### config.mk
export PLATFORM = sky130hd
export DESIGN_NAME = crpr_top
export DESIGN_NICKNAME = d
export VERILOG_FILES = /design/src/pkg/crpr_pkg.sv /design/src/crpr_apb_fsm.sv /design/src/crpr_peak_store.sv /design/src/crpr_top.sv
export SDC_FILE = /design/constraint.sdc
export NUM_CORES = 1
export LEC_CHECK = 0
export ABC_AREA = 0
export BUFFER_PORTS_ARGS = -buffer_cell sky130_fd_sc_hd__buf_2
export CELL_PAD_IN_SITES_DETAIL_PLACEMENT = 1
export CELL_PAD_IN_SITES_GLOBAL_PLACEMENT = 1
export CORE_UTILIZATION = 43
export DETAILED_ROUTE_END_ITERATION = 7
export PLACE_DENSITY_LB_ADDON = 0.1
export SETUP_SLACK_MARGIN = 0.1
export SKIP_LAST_GASP = 1
export SLEW_MARGIN = 20
export SYNTH_ARGS = -nofsm -noshare
export SYNTH_HDL_FRONTEND = slang
export SYNTH_SLANG_ARGS = --single-unit
### constraint.sdc
create_clock -name pclk -period 4.4 [get_ports pclk]
set_input_delay 0.44 -clock pclk [delete_from_list [all_inputs] [get_ports pclk]]
set_output_delay 0.44 -clock pclk [all_outputs]
set_load 0.02 [all_outputs]
### src/pkg/crpr_pkg.sv
// constants and types shared by the cable reflection peak result bank
package crpr_pkg;

	// bus and register geometry
	localparam int CRPR_DATA_W = 32;
	localparam int CRPR_ADDR_W = 12;
	localparam int CRPR_IDX_W = 10;
	localparam int CRPR_POS_W = 8;
	localparam int CRPR_MAG_W = 7;
	localparam int CRPR_POS_N = 4;
	localparam int CRPR_MAG_N = 10;

	// register indexes, byte address is four times the index
	localparam logic [CRPR_IDX_W-1:0] CRPR_IDX_POS_D_LO = 10'h198;
	localparam logic [CRPR_IDX_W-1:0] CRPR_IDX_POS_D_HI = 10'h199;
	localparam logic [CRPR_IDX_W-1:0] CRPR_IDX_MAG_A_1 = 10'h19A;
	localparam logic [CRPR_IDX_W-1:0] CRPR_IDX_MAG_A_2 = 10'h19B;
	localparam logic [CRPR_IDX_W-1:0] CRPR_IDX_MAG_AB = 10'h19C;
	localparam logic [CRPR_IDX_W-1:0] CRPR_IDX_MAG_B_1 = 10'h19D;
	localparam logic [CRPR_IDX_W-1:0] CRPR_IDX_MAG_B_2 = 10'h19E;
	localparam logic [CRPR_IDX_W-1:0] CRPR_IDX_CTRL = 10'h1B0;

	// field positions
	localparam int CRPR_HI_LSB = 8;
	localparam int CRPR_LO_LSB = 0;
	localparam int CRPR_CTRL_HOLD_BIT = 0;
	localparam int CRPR_STAT_VALID_BIT = 8;
	localparam int CRPR_STAT_MISS_BIT = 9;

	// values after reset
	localparam logic [CRPR_POS_W-1:0] CRPR_POS_RST = 8'h00;
	localparam logic [CRPR_MAG_W-1:0] CRPR_MAG_RST = 7'h00;
	localparam logic [CRPR_DATA_W-1:0] CRPR_RDATA_RST = 32'h0000_0000;

	// bus phase tracker
	typedef enum logic [2:0] {
		CRPR_ST_IDLE = 3'b001,
		CRPR_ST_SETUP = 3'b010,
		CRPR_ST_ACCESS = 3'b100
	} crpr_apb_state_e;

endpackage

### src/crpr_apb_fsm.sv
// phase tracker for the apb slave port, zero wait states
`timescale 1ns/10ps
module crpr_apb_fsm (
	// clock and reset
	input wire logic pclk,
	input wire logic presetn,
	// apb control
	input wire logic psel,
	input wire logic penable,
	// phase outputs
	output crpr_pkg::crpr_apb_state_e state_q,
	output logic setup_take,
	output logic pready
);
	import crpr_pkg::*;

	crpr_apb_state_e state_d;

	always_comb begin
		case (state_q)
			CRPR_ST_IDLE, CRPR_ST_ACCESS: begin
				state_d = (psel && !penable) ? CRPR_ST_SETUP : CRPR_ST_IDLE;
			end
			CRPR_ST_SETUP: begin
				state_d = (psel && penable) ? CRPR_ST_ACCESS : CRPR_ST_IDLE;
			end
			default: begin
				state_d = CRPR_ST_IDLE;
			end
		endcase
	end

	always_ff @(posedge pclk or negedge presetn) begin
		if (!presetn) begin
			state_q <= CRPR_ST_IDLE;
		end else begin
			state_q <= state_d;
		end
	end

	// read data is captured in the setup cycle so the access phase never waits
	assign setup_take = psel && !penable;
	assign pready = psel && penable;

endmodule

### src/crpr_peak_store.sv
// bank of result fields loaded as a whole by the reflectometry engine
`timescale 1ns/10ps
module crpr_peak_store #(
	parameter int N = 4,
	parameter int W = 8,
	parameter logic [W-1:0] RST = '0
) (
	// clock and reset
	input wire logic pclk,
	input wire logic presetn,
	// load from the engine
	input wire logic load_en,
	input wire logic [N*W-1:0] load_data,
	// stored fields
	output logic [N*W-1:0] fields_q
);
	import crpr_pkg::*;

	logic [N*W-1:0] fields_d;

	// only a completed test replaces the fields; reads never touch them
	always_comb begin
		fields_d = fields_q;
		if (load_en) begin
			fields_d = load_data;
		end
	end

	always_ff @(posedge pclk or negedge presetn) begin
		if (!presetn) begin
			fields_q <= {N{RST}};
		end else begin
			fields_q <= fields_d;
		end
	end

endmodule

### src/crpr_top.sv
// cable reflection peak result bank with apb register access
//
// How it works
// - index 0x198 holds channel D third location high, second location low.
// - index 0x199 holds channel D fifth location high, fourth location low.
// - locations are eight-bit, read-only, zero after reset.
// - index 0x19A holds channel A second and first amplitude; bits 15,7 zero.
// - index 0x19B holds channel A fourth and third amplitude; reserved bits zero.
// - index 0x19C holds channel B first and channel A fifth amplitude.
// - index 0x19D holds channel B third and second amplitude.
// - index 0x19E holds channel B fifth and fourth amplitude.
// - amplitudes are seven-bit, read-only, zero after reset.
//
// Added by the designer: the APB slave port.
`timescale 1ns/10ps
module crpr_top (
	// clock and reset
	input wire logic pclk,
	input wire logic presetn,
	// apb slave
	input wire logic psel,
	input wire logic penable,
	input wire logic pwrite,
	input wire logic [crpr_pkg::CRPR_ADDR_W-1:0] paddr,
	input wire logic [crpr_pkg::CRPR_DATA_W-1:0] pwdata,
	output logic [crpr_pkg::CRPR_DATA_W-1:0] prdata,
	output logic pready,
	output logic pslverr,
	// results from the reflectometry engine
	input wire logic result_load,
	input wire logic [crpr_pkg::CRPR_POS_W-1:0] new_reflect_pos_d_second,
	input wire logic [crpr_pkg::CRPR_POS_W-1:0] new_reflect_pos_d_third,
	input wire logic [crpr_pkg::CRPR_POS_W-1:0] new_reflect_pos_d_fourth,
	input wire logic [crpr_pkg::CRPR_POS_W-1:0] new_reflect_pos_d_fifth,
	input wire logic [crpr_pkg::CRPR_MAG_W-1:0] new_reflect_mag_a_first,
	input wire logic [crpr_pkg::CRPR_MAG_W-1:0] new_reflect_mag_a_second,
	input wire logic [crpr_pkg::CRPR_MAG_W-1:0] new_reflect_mag_a_third,
	input wire logic [crpr_pkg::CRPR_MAG_W-1:0] new_reflect_mag_a_fourth,
	input wire logic [crpr_pkg::CRPR_MAG_W-1:0] new_reflect_mag_a_fifth,
	input wire logic [crpr_pkg::CRPR_MAG_W-1:0] new_reflect_mag_b_first,
	input wire logic [crpr_pkg::CRPR_MAG_W-1:0] new_reflect_mag_b_second,
	input wire logic [crpr_pkg::CRPR_MAG_W-1:0] new_reflect_mag_b_third,
	input wire logic [crpr_pkg::CRPR_MAG_W-1:0] new_reflect_mag_b_fourth,
	input wire logic [crpr_pkg::CRPR_MAG_W-1:0] new_reflect_mag_b_fifth,
	// status toward the engine
	output logic result_hold,
	output logic results_valid
);
	import crpr_pkg::*;

	localparam int POS_BITS = CRPR_POS_N * CRPR_POS_W;
	localparam int MAG_BITS = CRPR_MAG_N * CRPR_MAG_W;

	crpr_apb_state_e state_q;
	logic setup_take;
	logic [CRPR_IDX_W-1:0] idx;
	logic aligned;
	logic load_ok;
	logic wr_ctrl;
	logic [POS_BITS-1:0] pos_in;
	logic [MAG_BITS-1:0] mag_in;
	logic [POS_BITS-1:0] pos_q;
	logic [MAG_BITS-1:0] mag_q;
	logic [CRPR_DATA_W-1:0] prdata_q;
	logic [CRPR_DATA_W-1:0] prdata_d;
	logic pslverr_q;
	logic pslverr_d;
	logic hold_q;
	logic hold_d;
	logic valid_q;
	logic valid_d;
	logic miss_q;
	logic miss_d;

	// pack two amplitudes with their reserved bits forced low
	function automatic logic [CRPR_DATA_W-1:0] pair_mag(
		input logic [CRPR_MAG_W-1:0] hi,
		input logic [CRPR_MAG_W-1:0] lo
	);
		pair_mag = {16'h0000, 1'b0, hi, 1'b0, lo};
	endfunction

	// pack two locations into the low half word
	function automatic logic [CRPR_DATA_W-1:0] pair_pos(
		input logic [CRPR_POS_W-1:0] hi,
		input logic [CRPR_POS_W-1:0] lo
	);
		pair_pos = {16'h0000, hi, lo};
	endfunction

	// true when an index names a register of this bank
	function automatic logic is_mapped(input logic [CRPR_IDX_W-1:0] i);
		is_mapped = ((i >= CRPR_IDX_POS_D_LO) && (i <= CRPR_IDX_MAG_B_2))
			|| (i == CRPR_IDX_CTRL);
	endfunction

	function automatic logic [CRPR_POS_W-1:0] pos_f(
		input logic [POS_BITS-1:0] v,
		input int k
	);
		pos_f = v[k*CRPR_POS_W +: CRPR_POS_W];
	endfunction

	function automatic logic [CRPR_MAG_W-1:0] mag_f(
		input logic [MAG_BITS-1:0] v,
		input int k
	);
		mag_f = v[k*CRPR_MAG_W +: CRPR_MAG_W];
	endfunction

	assign idx = paddr[CRPR_ADDR_W-1:2];
	assign aligned = (paddr[1:0] == 2'b00);

	// field order: channel D second..fifth, then A first..fifth, B first..fifth
	assign pos_in = {new_reflect_pos_d_fifth, new_reflect_pos_d_fourth,
		new_reflect_pos_d_third, new_reflect_pos_d_second};
	assign mag_in = {new_reflect_mag_b_fifth, new_reflect_mag_b_fourth,
		new_reflect_mag_b_third, new_reflect_mag_b_second, new_reflect_mag_b_first,
		new_reflect_mag_a_fifth, new_reflect_mag_a_fourth, new_reflect_mag_a_third,
		new_reflect_mag_a_second, new_reflect_mag_a_first};

	// a held bank keeps the previous test's results for software to finish reading
	assign load_ok = result_load && !hold_q;

	crpr_apb_fsm u_fsm (
		.pclk(pclk),
		.presetn(presetn),
		.psel(psel),
		.penable(penable),
		.state_q(state_q),
		.setup_take(setup_take),
		.pready(pready)
	);

	crpr_peak_store #(
		.N(CRPR_POS_N),
		.W(CRPR_POS_W),
		.RST(CRPR_POS_RST)
	) u_pos (
		.pclk(pclk),
		.presetn(presetn),
		.load_en(load_ok),
		.load_data(pos_in),
		.fields_q(pos_q)
	);

	crpr_peak_store #(
		.N(CRPR_MAG_N),
		.W(CRPR_MAG_W),
		.RST(CRPR_MAG_RST)
	) u_mag (
		.pclk(pclk),
		.presetn(presetn),
		.load_en(load_ok),
		.load_data(mag_in),
		.fields_q(mag_q)
	);

	// read data and error are sampled in the setup cycle and held through access
	always_comb begin
		prdata_d = prdata_q;
		pslverr_d = pslverr_q;
		if (setup_take) begin
			pslverr_d = !(aligned && is_mapped(idx));
			prdata_d = CRPR_RDATA_RST;
			if (aligned && !pwrite) begin
				case (idx)
					CRPR_IDX_POS_D_LO: begin
						prdata_d = pair_pos(pos_f(pos_q, 1), pos_f(pos_q, 0));
					end
					CRPR_IDX_POS_D_HI: begin
						prdata_d = pair_pos(pos_f(pos_q, 3), pos_f(pos_q, 2));
					end
					CRPR_IDX_MAG_A_1: begin
						prdata_d = pair_mag(mag_f(mag_q, 1), mag_f(mag_q, 0));
					end
					CRPR_IDX_MAG_A_2: begin
						prdata_d = pair_mag(mag_f(mag_q, 3), mag_f(mag_q, 2));
					end
					CRPR_IDX_MAG_AB: begin
						prdata_d = pair_mag(mag_f(mag_q, 5), mag_f(mag_q, 4));
					end
					CRPR_IDX_MAG_B_1: begin
						prdata_d = pair_mag(mag_f(mag_q, 7), mag_f(mag_q, 6));
					end
					CRPR_IDX_MAG_B_2: begin
						prdata_d = pair_mag(mag_f(mag_q, 9), mag_f(mag_q, 8));
					end
					CRPR_IDX_CTRL: begin
						prdata_d[CRPR_CTRL_HOLD_BIT] = hold_q;
						prdata_d[CRPR_STAT_VALID_BIT] = valid_q;
						prdata_d[CRPR_STAT_MISS_BIT] = miss_q;
					end
					default: begin
						prdata_d = CRPR_RDATA_RST;
					end
				endcase
			end
		end
	end

	always_ff @(posedge pclk or negedge presetn) begin
		if (!presetn) begin
			prdata_q <= CRPR_RDATA_RST;
			pslverr_q <= 1'b0;
		end else begin
			prdata_q <= prdata_d;
			pslverr_q <= pslverr_d;
		end
	end

	assign prdata = prdata_q;
	assign pslverr = pslverr_q;

	// writes reach only the control word; result indexes take no write
	assign wr_ctrl = pready && pwrite && aligned && (idx == CRPR_IDX_CTRL);

	// control and status: missed-load flag set wins over a write-one clear
	always_comb begin
		hold_d = hold_q;
		valid_d = valid_q || load_ok;
		miss_d = miss_q;
		if (wr_ctrl) begin
			hold_d = pwdata[CRPR_CTRL_HOLD_BIT];
			if (pwdata[CRPR_STAT_MISS_BIT]) begin
				miss_d = 1'b0;
			end
		end
		if (result_load && hold_q) begin
			miss_d = 1'b1;
		end
	end

	always_ff @(posedge pclk or negedge presetn) begin
		if (!presetn) begin
			hold_q <= 1'b0;
			valid_q <= 1'b0;
			miss_q <= 1'b0;
		end else begin
			hold_q <= hold_d;
			valid_q <= valid_d;
			miss_q <= miss_d;
		end
	end

	assign result_hold = hold_q;
	assign results_valid = valid_q;

	// the tracker still shows setup during the access cycle, it moves on at the access edge
	logic rd_acc;
	assign rd_acc = pready && !pwrite && aligned && (state_q == CRPR_ST_SETUP);
endmodule

==> results.md, run 1 <==
Logic synthesis:
- The Yosys step of the flow raised 0 warnings.
- The library cell with the largest summed area after synthesis is sky130_fd_sc_hd__dfrtp_1.
- The sequential-to-total area share from yosys stat is 53.61%.
- By area the synthesized netlist is led by sky130_fd_sc_hd__dfrtp_1 (54%), sky130_fd_sc_hd__mux2_2 (22%), sky130_fd_sc_hd__mux2i_1 (5.6%), sky130_fd_sc_hd__buf_4 (2.4%), sky130_fd_sc_hd__nand2_1 (1.5%).
- The synthesized design contains 0 enable-type register cells.
- After synthesis the cells add up to 0.005694 mm2.
- The dominant synthesized flop cell is sky130_fd_sc_hd__dfrtp_1.
- The area share of the largest cell type after synthesis is 53.61%.
- The post-synthesis async set-or-reset flop share is 100.0%.
- Synthesis produced 428 cells.
- Synthesis inferred 122 register bits.
- The synthesized area divided by synthesized cell count is 13.30 um2.
- Yosys mapped the design onto 46 distinct sky130hd cell types.

Pwr:
- The total power per unit cell area is around 410 mW/mm2.
- The reported leakage power is approximately 3.2 nW.
- The worst IR drop on VDD is 0.2249 mV.

Clock tree:
- The clock-pin slew of the registers on the worst-case setup and hold paths is 0.05 ns.
- The tree is rooted in a sky130_fd_sc_hd__clkbuf_16.
- At the later pin of the worst-skew pair, clock insertion delay measures 0.41 ns.
- The clock drives 122 sinks.
- CTS built an H-tree with a depth of 4.
- The number of buffers added by the clock tree synthesis step is 17.
- The maximum count of clock buffers along a single path is 2.
- The post-CTS setup-driven buffer insertion count is 0.
- The number of hold buffers added after cts is 0.
- The number of gates given a new drive strength after cts is 0.
- TritonCTS built the clock tree.

Setup path:
- The nature of the critical path endpoint is a flop.
- The data arrival time of the critical path is 2.63 ns.
- The most critical setup path has its startpoint at paddr[2].
- For the worst setup path, the data required time is 4.75 ns.
- The startpoint type of the worst setup path is an input pin.
- The largest incremental delay on the critical path is between 0.5 and 0.6 ns.
- The path type of the worst setup path is input pin to flop.
- Of all nets on the critical path, the largest fanout is 31.
- Traced cell by cell, the critical path runs through buf_2, buf_4, nor2b_1, nand2_1, a211oi_1, a221o_2.
- The critical path's slowest cell is sky130_fd_sc_hd__nor2b_1.
- The worst flop-to-flop path startpoint is result_hold.

Finish:
- The number of inserted diodes is 0.
- The finished layout holds between 700 and 800 standard cells, fillers aside.
- The number of fill cells in the layout is 1,348.
- The most frequent standard cell in the layout excluding fill and tap cells is sky130_fd_sc_hd__buf_2.
- The layout net count is approximately 720.
- The synthesis-to-layout area growth is 23.36%.
- The post-route netlist has about half of its cells at a drive strength greater than 1.
- Leaving out fill and tap cells, the most frequent cells in the layout are sky130_fd_sc_hd__buf_2 (140), sky130_fd_sc_hd__dfrtp_1 (122), sky130_fd_sc_hd__mux2_2 (110), sky130_fd_sc_hd__mux2i_1 (32), sky130_fd_sc_hd__nand2_1 (22).

Timing:
- Hold is met by 0.1124 ns.
- The final-report max-slew violation count is 0.
- Setup slack closes at 2.117 ns.
- Clock skew on the completed layout was measured at about 0.0052 ns.
- The final setup TNS is 0 ns.
- The actual slew at the worst max-slew pin is 0.9123 ns.
- The final number of hold-violating endpoints is 0.
- The portion of the clock cycle consumed by the worst path in the final layout is 51.89%.
- The shortest clock period the worst path allows after layout is roughly 2.3 ns.
- Setup violations remaining at the end of the flow were counted as 0.
- The normalized max-slew margin is 39.18%.
- Setup repair after global routing left no endpoint under its margin.
- The maximum frequency from static timing analysis is about 440 MHz.

Route:
- After detailed routing, the number of remaining DRC violations is 0.
- The post-detailed-route via-to-cell ratio is 5.259.
- The number of vias after detailed routing is a little under 4,000.
- The number of optimization iterations in the first detailed-route pass is 4.
- The detailed router finished its first iteration with 152 violations.
- The routed wire length is 14,310 um.
- The average routed wire per standard cell is 19.08 um.
- The detail route stage leaves a number of antenna-violating nets equal to 0.

Global route:
- The initial antenna violation count came to 1.
- The first global-routing pass estimated 22,380 um of wire.
- The overall routing resource usage is 22.47%.
- The number of global-route vias before repair came to 4,199.
- Entering global routing, the biggest net connects 68 pins.
- The residual overflow from global routing is 0.

Job:
- The number of max-cap violations is 0.

Place:
- The weighted congestion at the end of routability-driven global placement is 0.8002.
- Summed over all nets, the half-perimeter wirelength after detailed placement is 10,320 um.
- Timing analysis after detailed placement gives a worst setup slack of 1.781 ns.
- The number of placed cells counting well taps is 717.
- The number of port buffers is 141.

Floorplanning:
- The die is 117.1 um tall.
- In this run the horizontal extent of the chip is 117.1 um.
- The number of top-level pins is around 190.
- The floorplan step defined a core boundary enclosing 0.01277 mm2.
- The die covers 0.01371 mm2.
- The starting utilization of the core area is around 45%.
- In this run the core area contains 41 standard-cell rows.

Status:
- The run finished with clean final reports.

Hold path:
- The worst hold path belongs to the class input pin to async pin.
## worst max-delay path: cells and delay by family
| kind | cells | cell delay, ns |
|---|---|---|
| buffers and inverters | 2 | 0.75 |
| AOI/OAI and AO/OA | 2 | 0.73 |
| and+or+nand+nor | 2 | 0.68 |
## kinds of logic (layout without fill, tap and decap cells)
| family | count (synthesis) | after routing | share of synthesized area (%) |
|---|---|---|---|
| compound gates | 55 | 55 | 7.603 |
| other cells | 1 | 16 | 0.06586 |
| mux | 143 | 143 | 27.77 |
| flops | 122 | 122 | 53.61 |
| buf+inv | 44 | 179 | 4.526 |
| simple gates | 63 | 63 | 6.417 |
## final timing paths
kind	end	slack (ns)	depth (start not counted)
worst max-delay path	prdata[2]	2.12	6
worst max register to register	u_pos.fields_q[14]	2.39	4
max in group asynchronous	u_mag.fields_q[43]	3.32	2
worst min register to register	prdata[14]	0.47	2
worst min-delay path	results_valid	0.11	1
min in group pclk	u_pos.fields_q[18]	0.26	2
## state kept, by name, summed over array words and instances, names as in the netlist
| register | count |
|---|---|
| prdata | 16 |
| miss_q | 1 |
| pslverr | 1 |
| u_pos.fields_q | 32 |
| results_valid | 1 |
| u_mag.fields_q | 70 |
| result_hold | 1 |
## area by class of cell
| cell class | instances | area, um2 | area share, % |
|---|---|---|---|
| Inverter | 1 | 3.754 | 0.05344 |
| Multi-Input combinational cell | 277 | 2447 | 34.84 |
| Sequential cell | 122 | 3053 | 43.46 |
| Tap cell | 172 | 215.2 | 3.064 |
| Clock buffer | 24 | 481.7 | 6.858 |
| Clock inverter | 8 | 45.04 | 0.6413 |
| Timing Repair Buffer | 146 | 778.2 | 11.08 |
## Yosys cell counts (3+ instances only)
library cell and number:
sky130_fd_sc_hd__a211oi_1 10, sky130_fd_sc_hd__a221o_2 7, sky130_fd_sc_hd__a22oi_1 3, sky130_fd_sc_hd__and2_1 3, sky130_fd_sc_hd__buf_1 3, sky130_fd_sc_hd__buf_4 18, sky130_fd_sc_hd__buf_6 3, sky130_fd_sc_hd__clkbuf_1 17
sky130_fd_sc_hd__dfrtp_1 122, sky130_fd_sc_hd__mux2_2 110, sky130_fd_sc_hd__mux2i_1 32, sky130_fd_sc_hd__nand2_1 22, sky130_fd_sc_hd__nand2b_1 3, sky130_fd_sc_hd__nand3_1 3, sky130_fd_sc_hd__nand3b_1 5, sky130_fd_sc_hd__nor2_1 3
sky130_fd_sc_hd__nor2b_1 4, sky130_fd_sc_hd__nor3_1 4, sky130_fd_sc_hd__o211ai_1 3, sky130_fd_sc_hd__o21ai_0 8, sky130_fd_sc_hd__o22a_1 7, sky130_fd_sc_hd__o2bb2ai_1 5
## power by group
group | leakage, nW | switching [mW] | internal, mW | total [mW]
clock | 0.260 | 0.487 | 0.758 | 1.24
combinational | 1.51 | 0.165 | 0.176 | 0.340
sequential | 1.46 | 0.0495 | 1.22 | 1.27
## per-layer routing
| layer | global-route usage [%] | wire [um] | vias to the layer above |
|---|---|---|---|
| met5 | 0 | 0 | - |
| met4 | 7.004 | 209 | 0 |
| met3 | 6.128 | 688 | 15 |
| met2 | 37.67 | 7093 | 109 |
| met1 | 28.40 | 6318 | 1995 |
| li1 | - | - | 1825 |
## through the flow
step                util, %  power [mW]  area (um2)
finish                54.99       2.852        7024
global route          54.99       2.962        7024
CTS                   54.78       2.869        6997
detailed placement    50.65       1.629        6470
global placement      50.65       1.611        6470
floorplan                 -       1.494        5751
(Power assumes the default switching activity.)
==> inputs of run 2 (changes only) <==
--- a/config.mk
+++ b/config.mk
@@ -5,11 +5,11 @@
 export SDC_FILE = /design/constraint.sdc
 export NUM_CORES = 1
 export LEC_CHECK = 0
-export ABC_AREA = 0
+export ABC_AREA = 1
 export BUFFER_PORTS_ARGS = -buffer_cell sky130_fd_sc_hd__buf_2
 export CELL_PAD_IN_SITES_DETAIL_PLACEMENT = 1
 export CELL_PAD_IN_SITES_GLOBAL_PLACEMENT = 1
-export CORE_UTILIZATION = 43
+export CORE_UTILIZATION = 35
 export DETAILED_ROUTE_END_ITERATION = 7
 export PLACE_DENSITY_LB_ADDON = 0.1
 export SETUP_SLACK_MARGIN = 0.1
==> constraint.sdc (replaced) <==
create_clock -name pclk -period 1.85 [get_ports pclk]
set_input_delay 0.185 -clock pclk [delete_from_list [all_inputs] [get_ports pclk]]
set_output_delay 0.185 -clock pclk [all_outputs]
set_load 0.02 [all_outputs]
==> run 2 against run 1 <==
Setup slack lost 1.7 ns. Critical path depth shrank 2. Worst hold slack lost 0.11 ns. Sequential share of layout area shrank 6.8 points. Flip-flop and latch count is the same. Sequential power grew 110%. Largest cell class unchanged. Highest routed layer unchanged.
==> results.md, run 2 <==
Status:
- The flow ran to the end, and the final reports show no timing, DRC or antenna violations.

Hold path:
- The path class of the tightest hold or removal check is input pin to flop.
- The path with the worst hold slack has its endpoint at u_mag.fields_q[8].
- The start point of the worst min-delay path is new_reflect_mag_a_second[1].
- The cell depth of the worst hold path is 2.

Timing:
- The maximum frequency from static timing analysis is 689.1 MHz.
- The shortest clock period the worst path allows after layout is around 1.5 ns.
- Setup violations remaining at the end of the flow were counted as 0.
- Of the available clock period, the critical path in the final layout requires slightly below 80%.
- Setup repair after global routing left no endpoint under its margin.
- Between clock sinks in the finished design, the worst skew comes to 0.007294 ns.
- Measured against its own limit, the worst slew margin works out to 37.83%.
- The final setup TNS is 0 ns.
- The final-report max-slew violation count is 0.
- The final number of hold-violating endpoints is 0.
- For the pin with the worst max-slew slack, the measured transition is a little over 0.9 ns.

Setup path:
- The nature of the critical path endpoint is a flop.
- The highest fanout seen on the critical path is 48.
- The worst register-to-register path has a setup slack of 0.40 ns.
- For the worst setup path, the data arrival time is roughly 1.8 ns.
- The required time of the critical path is 2.15 ns.
- The setup path with the least slack is of type flop to flop.
- The worst setup path is launched from a flop.
- The worst register-to-register path begins at result_hold.
- The worst register-to-register path ends at u_mag.fields_q[17].
- The logic depth of the worst register-to-register path is 4.

Logic synthesis:
- The synthesized area divided by synthesized cell count is roughly 9.5 um2.
- The number of synthesized flops with an enable pin is 0.
- Multiplexer cells account for about 16% of the synthesized area.
- The share of synthesized cell area in full adder, half adder and majority cells is 0%.
- In the synthesized netlist the async set-or-reset flop fraction comes to 100.0%.
- The number of distinct standard cells referenced by the synthesized netlist is 26.
- The synthesized design spends more area on one cell type than any other, namely sky130_fd_sc_hd__dfrtp_1.
- The most common cell in the netlist is sky130_fd_sc_hd__nand2_1.
- Among all flip-flop cells after synthesis, the most frequent one is sky130_fd_sc_hd__dfrtp_1.
- The count of mapped cells out of synthesis is 636.
- The commonest cells after synthesis are sky130_fd_sc_hd__nand2_1 (138), sky130_fd_sc_hd__dfrtp_1 (122), sky130_fd_sc_hd__mux2_2 (87), sky130_fd_sc_hd__nor2_1 (74), sky130_fd_sc_hd__nand4_1 (63).
- Counting flops and latches in the post-synthesis netlist gives between 100 and 150.
- Sorting the synthesized cells by area gives the leading types as sky130_fd_sc_hd__dfrtp_1 (51%), sky130_fd_sc_hd__mux2_2 (16%), sky130_fd_sc_hd__nand2_1 (8.6%), sky130_fd_sc_hd__nand4_1 (6.5%), sky130_fd_sc_hd__nor2_1 (4.6%).
- For this run, the number of Yosys warnings is 0.
- The main combinational cell family by area after synthesis is simple AND/OR/NAND/NOR gates.
- The summed instance area of the synthesized netlist is between 0.006 and 0.007 mm2.
- The area share of the largest cell type after synthesis is 50.52%.
- The share of the synthesized area in compound gates (AO/OA/AOI/OAI) is 1.801%.
- The simple-gate share of the synthesized area is 24.35%.
- The area share of xor/xnor cells in the synthesized design is 0%.
- The sequential-to-total area share from yosys stat is 50.52%.

Route:
- After detailed routing, the met2 layer carries 9038 um of wire.
- The average routed wire per standard cell is 17.19 um.
- In the detailed route, the total length drawn on met3 is 908 um.
- The total DRC errors in the routed layout is 0.
- In this run, the number of DRC markers left after iteration 0 of detailed routing was 189.
- The met1 wire length is between 8000 and 9000 um.
- Signal routing reaches up to met4.
- The detail route stage leaves a number of antenna-violating nets equal to 0.
- The number of optimization iterations in the first detailed-route pass is 4.
- For this block, the via count after detailed routing is approximately 5,200.
- The routed wire length is about 19,000 um.
- The post-detailed-route via-to-cell ratio is 4.854.

Finish:
- The layout net count is about 1,000.
- The register with the highest flop count is u_mag.fields_q.
- The register area is 0.003053 mm2.
- The register with the most flip-flops in the layout has 70 of them.
- Cells with a size suffix above 1 make up 33.99% of the layout.
- In the layout the commonest cells are sky130_fd_sc_hd__buf_2 (140), sky130_fd_sc_hd__nand2_1 (137), sky130_fd_sc_hd__dfrtp_1 (122), sky130_fd_sc_hd__mux2_2 (87), sky130_fd_sc_hd__nor2_1 (74).
- The number of fill cells in the layout is slightly below 2,000.
- The synthesis-to-layout area growth is 37.85%.
- The number of inserted diodes is 0.
- The multi-input combinational cells in the finished layout cover a total of 0.002633 mm2.
- The library cell used most frequently in the layout, excluding fill and tap cells, is sky130_fd_sc_hd__buf_2.

Clock tree:
- The H-tree was split into 4 levels.
- The tree is rooted in a sky130_fd_sc_hd__clkbuf_16.
- The clock insertion delay at the later pin of the skew report is about 0.42 ns.
- No sink is reached through more buffers than the 2 on the longest clock path.
- Once the clock tree was built, the resizer swapped 0 gates to a different size.
- TritonCTS built the clock tree.
- TritonCTS created 17 clock buffers.
- Clock-pin slew was measured on the worst setup and hold paths at 0.06 ns.
- CTS saw 122 sinks.

Pwr:
- The total power per unit cell area is 809.0 mW/mm2.
- The worst IR drop on VDD is 0.6411 mV.
- The fraction of power spent switching nets is between 20% and 30%.
- In this run, flip-flops and latches consume 40.1% of the power.
- The total design power is 6.739 mW.
- The cell-internal power is 5.269 mW.
- The clock network is responsible for about 52% of the overall power.
- In this run the static leakage power is 4.633 nW.
- Summed over all nets, the switching power comes to 1.470 mW.
- Per report_power, the combinational group accounts for 7.7% of the total.

Floorplanning:
- The die boundary height is 133.4 um.
- The initialized floorplan defines 47 standard-cell rows.
- The starting utilization of the core area is 36.19%.
- The width of the die is approximately 130 um.
- The area enclosed by the die boundary is 0.01780 mm2.
- 188 I/O pins were placed.
- The area of the core is 0.01670 mm2.

Place:
- The count of buffers added on input and output ports is 141.
- The placed wire-length estimate after detailed placement is 13,150 um.
- The congestion estimate from routability-driven global placement came to 0.8460.

Global route:
- The number of global-route vias before repair was 5,651.
- In the global route stage, overall resource usage came out at 22.23%.
- The first global-routing pass estimated 29,930 um of wire.
- The residual overflow from global routing is 0.
- The initial antenna violation count is 0.
- Entering global routing, the biggest net connects 57 pins.

Job:
- The tool flagged a number of max-cap violations equal to 0.
==> run 2: changes by cell type in the layout (fill, tap and decap cells not counted), sizes merged, moves of 31 or more <==
cell / previous run / this run
nand3: 3 / 35
nor2: 3 / 78
nand4: 1 / 63
dlygate4sd3: 0 / 67
mux2i: 32 / 0
inv: 1 / 32
nand2: 22 / 140
==> run 2: cells by family (layout without fill, tap and decap cells) <==
kind of cell    after synthesis  count (layout)
simple gates                321             321
flops                       122             122
other cells                   1              16
buf+inv                      84             292
mux                          87              87
compound gates               21              21
==> run 2: layout make-up <==
type	count	share of cell area (%)
well taps	220	3.304
inverters	33	1.487
clock inverters	8	1.727
clock buffers	21	5.647
repair buffers	230	19.59
flip-flops and latches	122	36.65
multi-input cells	445	31.60
==> run 2: worst max path at each step <==
stage                      startpoint                  to  slack [ns]  cells after the start
final                     result_hold  u_mag.fields_q[17]        0.40                      4
after global routing         paddr[4]           prdata[0]        0.28                     10
after CTS                 result_hold  u_mag.fields_q[39]        0.39                      4
after detailed placement     paddr[3]           prdata[4]        0.01                     10
after global placement       paddr[3]           prdata[6]        0.12                     10
after floorplan           result_hold  u_pos.fields_q[10]        0.41                      5
==> run 2: power by group through the flow <==
stage	registers, mW	logic (mW)	clock network, mW
final	2.70	0.521	3.52
after global routing	2.70	0.569	3.69
after CTS	2.70	0.518	3.56
after detailed placement	2.75	0.410	0
after global placement	2.75	0.401	0
after floorplan	2.75	0.174	0
==> run 2: routing by layer <==
layer / vias to the layer above / GRT usage (%)
met4: 0 / 6.250
met3: 19 / 5.289
met5: - / 0
li1: 2541 / -
met1: 2534 / 28.93
met2: 144 / 36.86
==> run 2: metrics by stage <==
step | cells | setup slack [ns] | utilization [%] | instance area [um2] | hold WS, ns
CTS | 1076 | 0.3926 | 49.70 | 8300 | 0.00005593
global route | 1079 | 0.2769 | 49.88 | 8330 | 0.0001013
detailed placement | 983 | 0.01459 | 42.19 | 7046 | 0.1527
floorplan | 651 | 0.4085 | - | 6100 | -0.1106
global placement | 983 | 0.1186 | 42.19 | 7046 | 0.1520
finish | 1079 | 0.3988 | 49.88 | 8330 | 0.006646
==> run 2: repair_timing <==
action	in CTS	in global routing
hold buffers	64	3
buffers inserted	0	0
endpoints found under the hold margin	90	3
==> run 2: worst max-delay path, cell delays in order (launching register included) <==
cell and delay [ns]:
sky130_fd_sc_hd__dfrtp_1 0.39, sky130_fd_sc_hd__inv_1 0.10, sky130_fd_sc_hd__nand2_4 0.16, sky130_fd_sc_hd__buf_12 0.27
sky130_fd_sc_hd__mux2_2 0.38
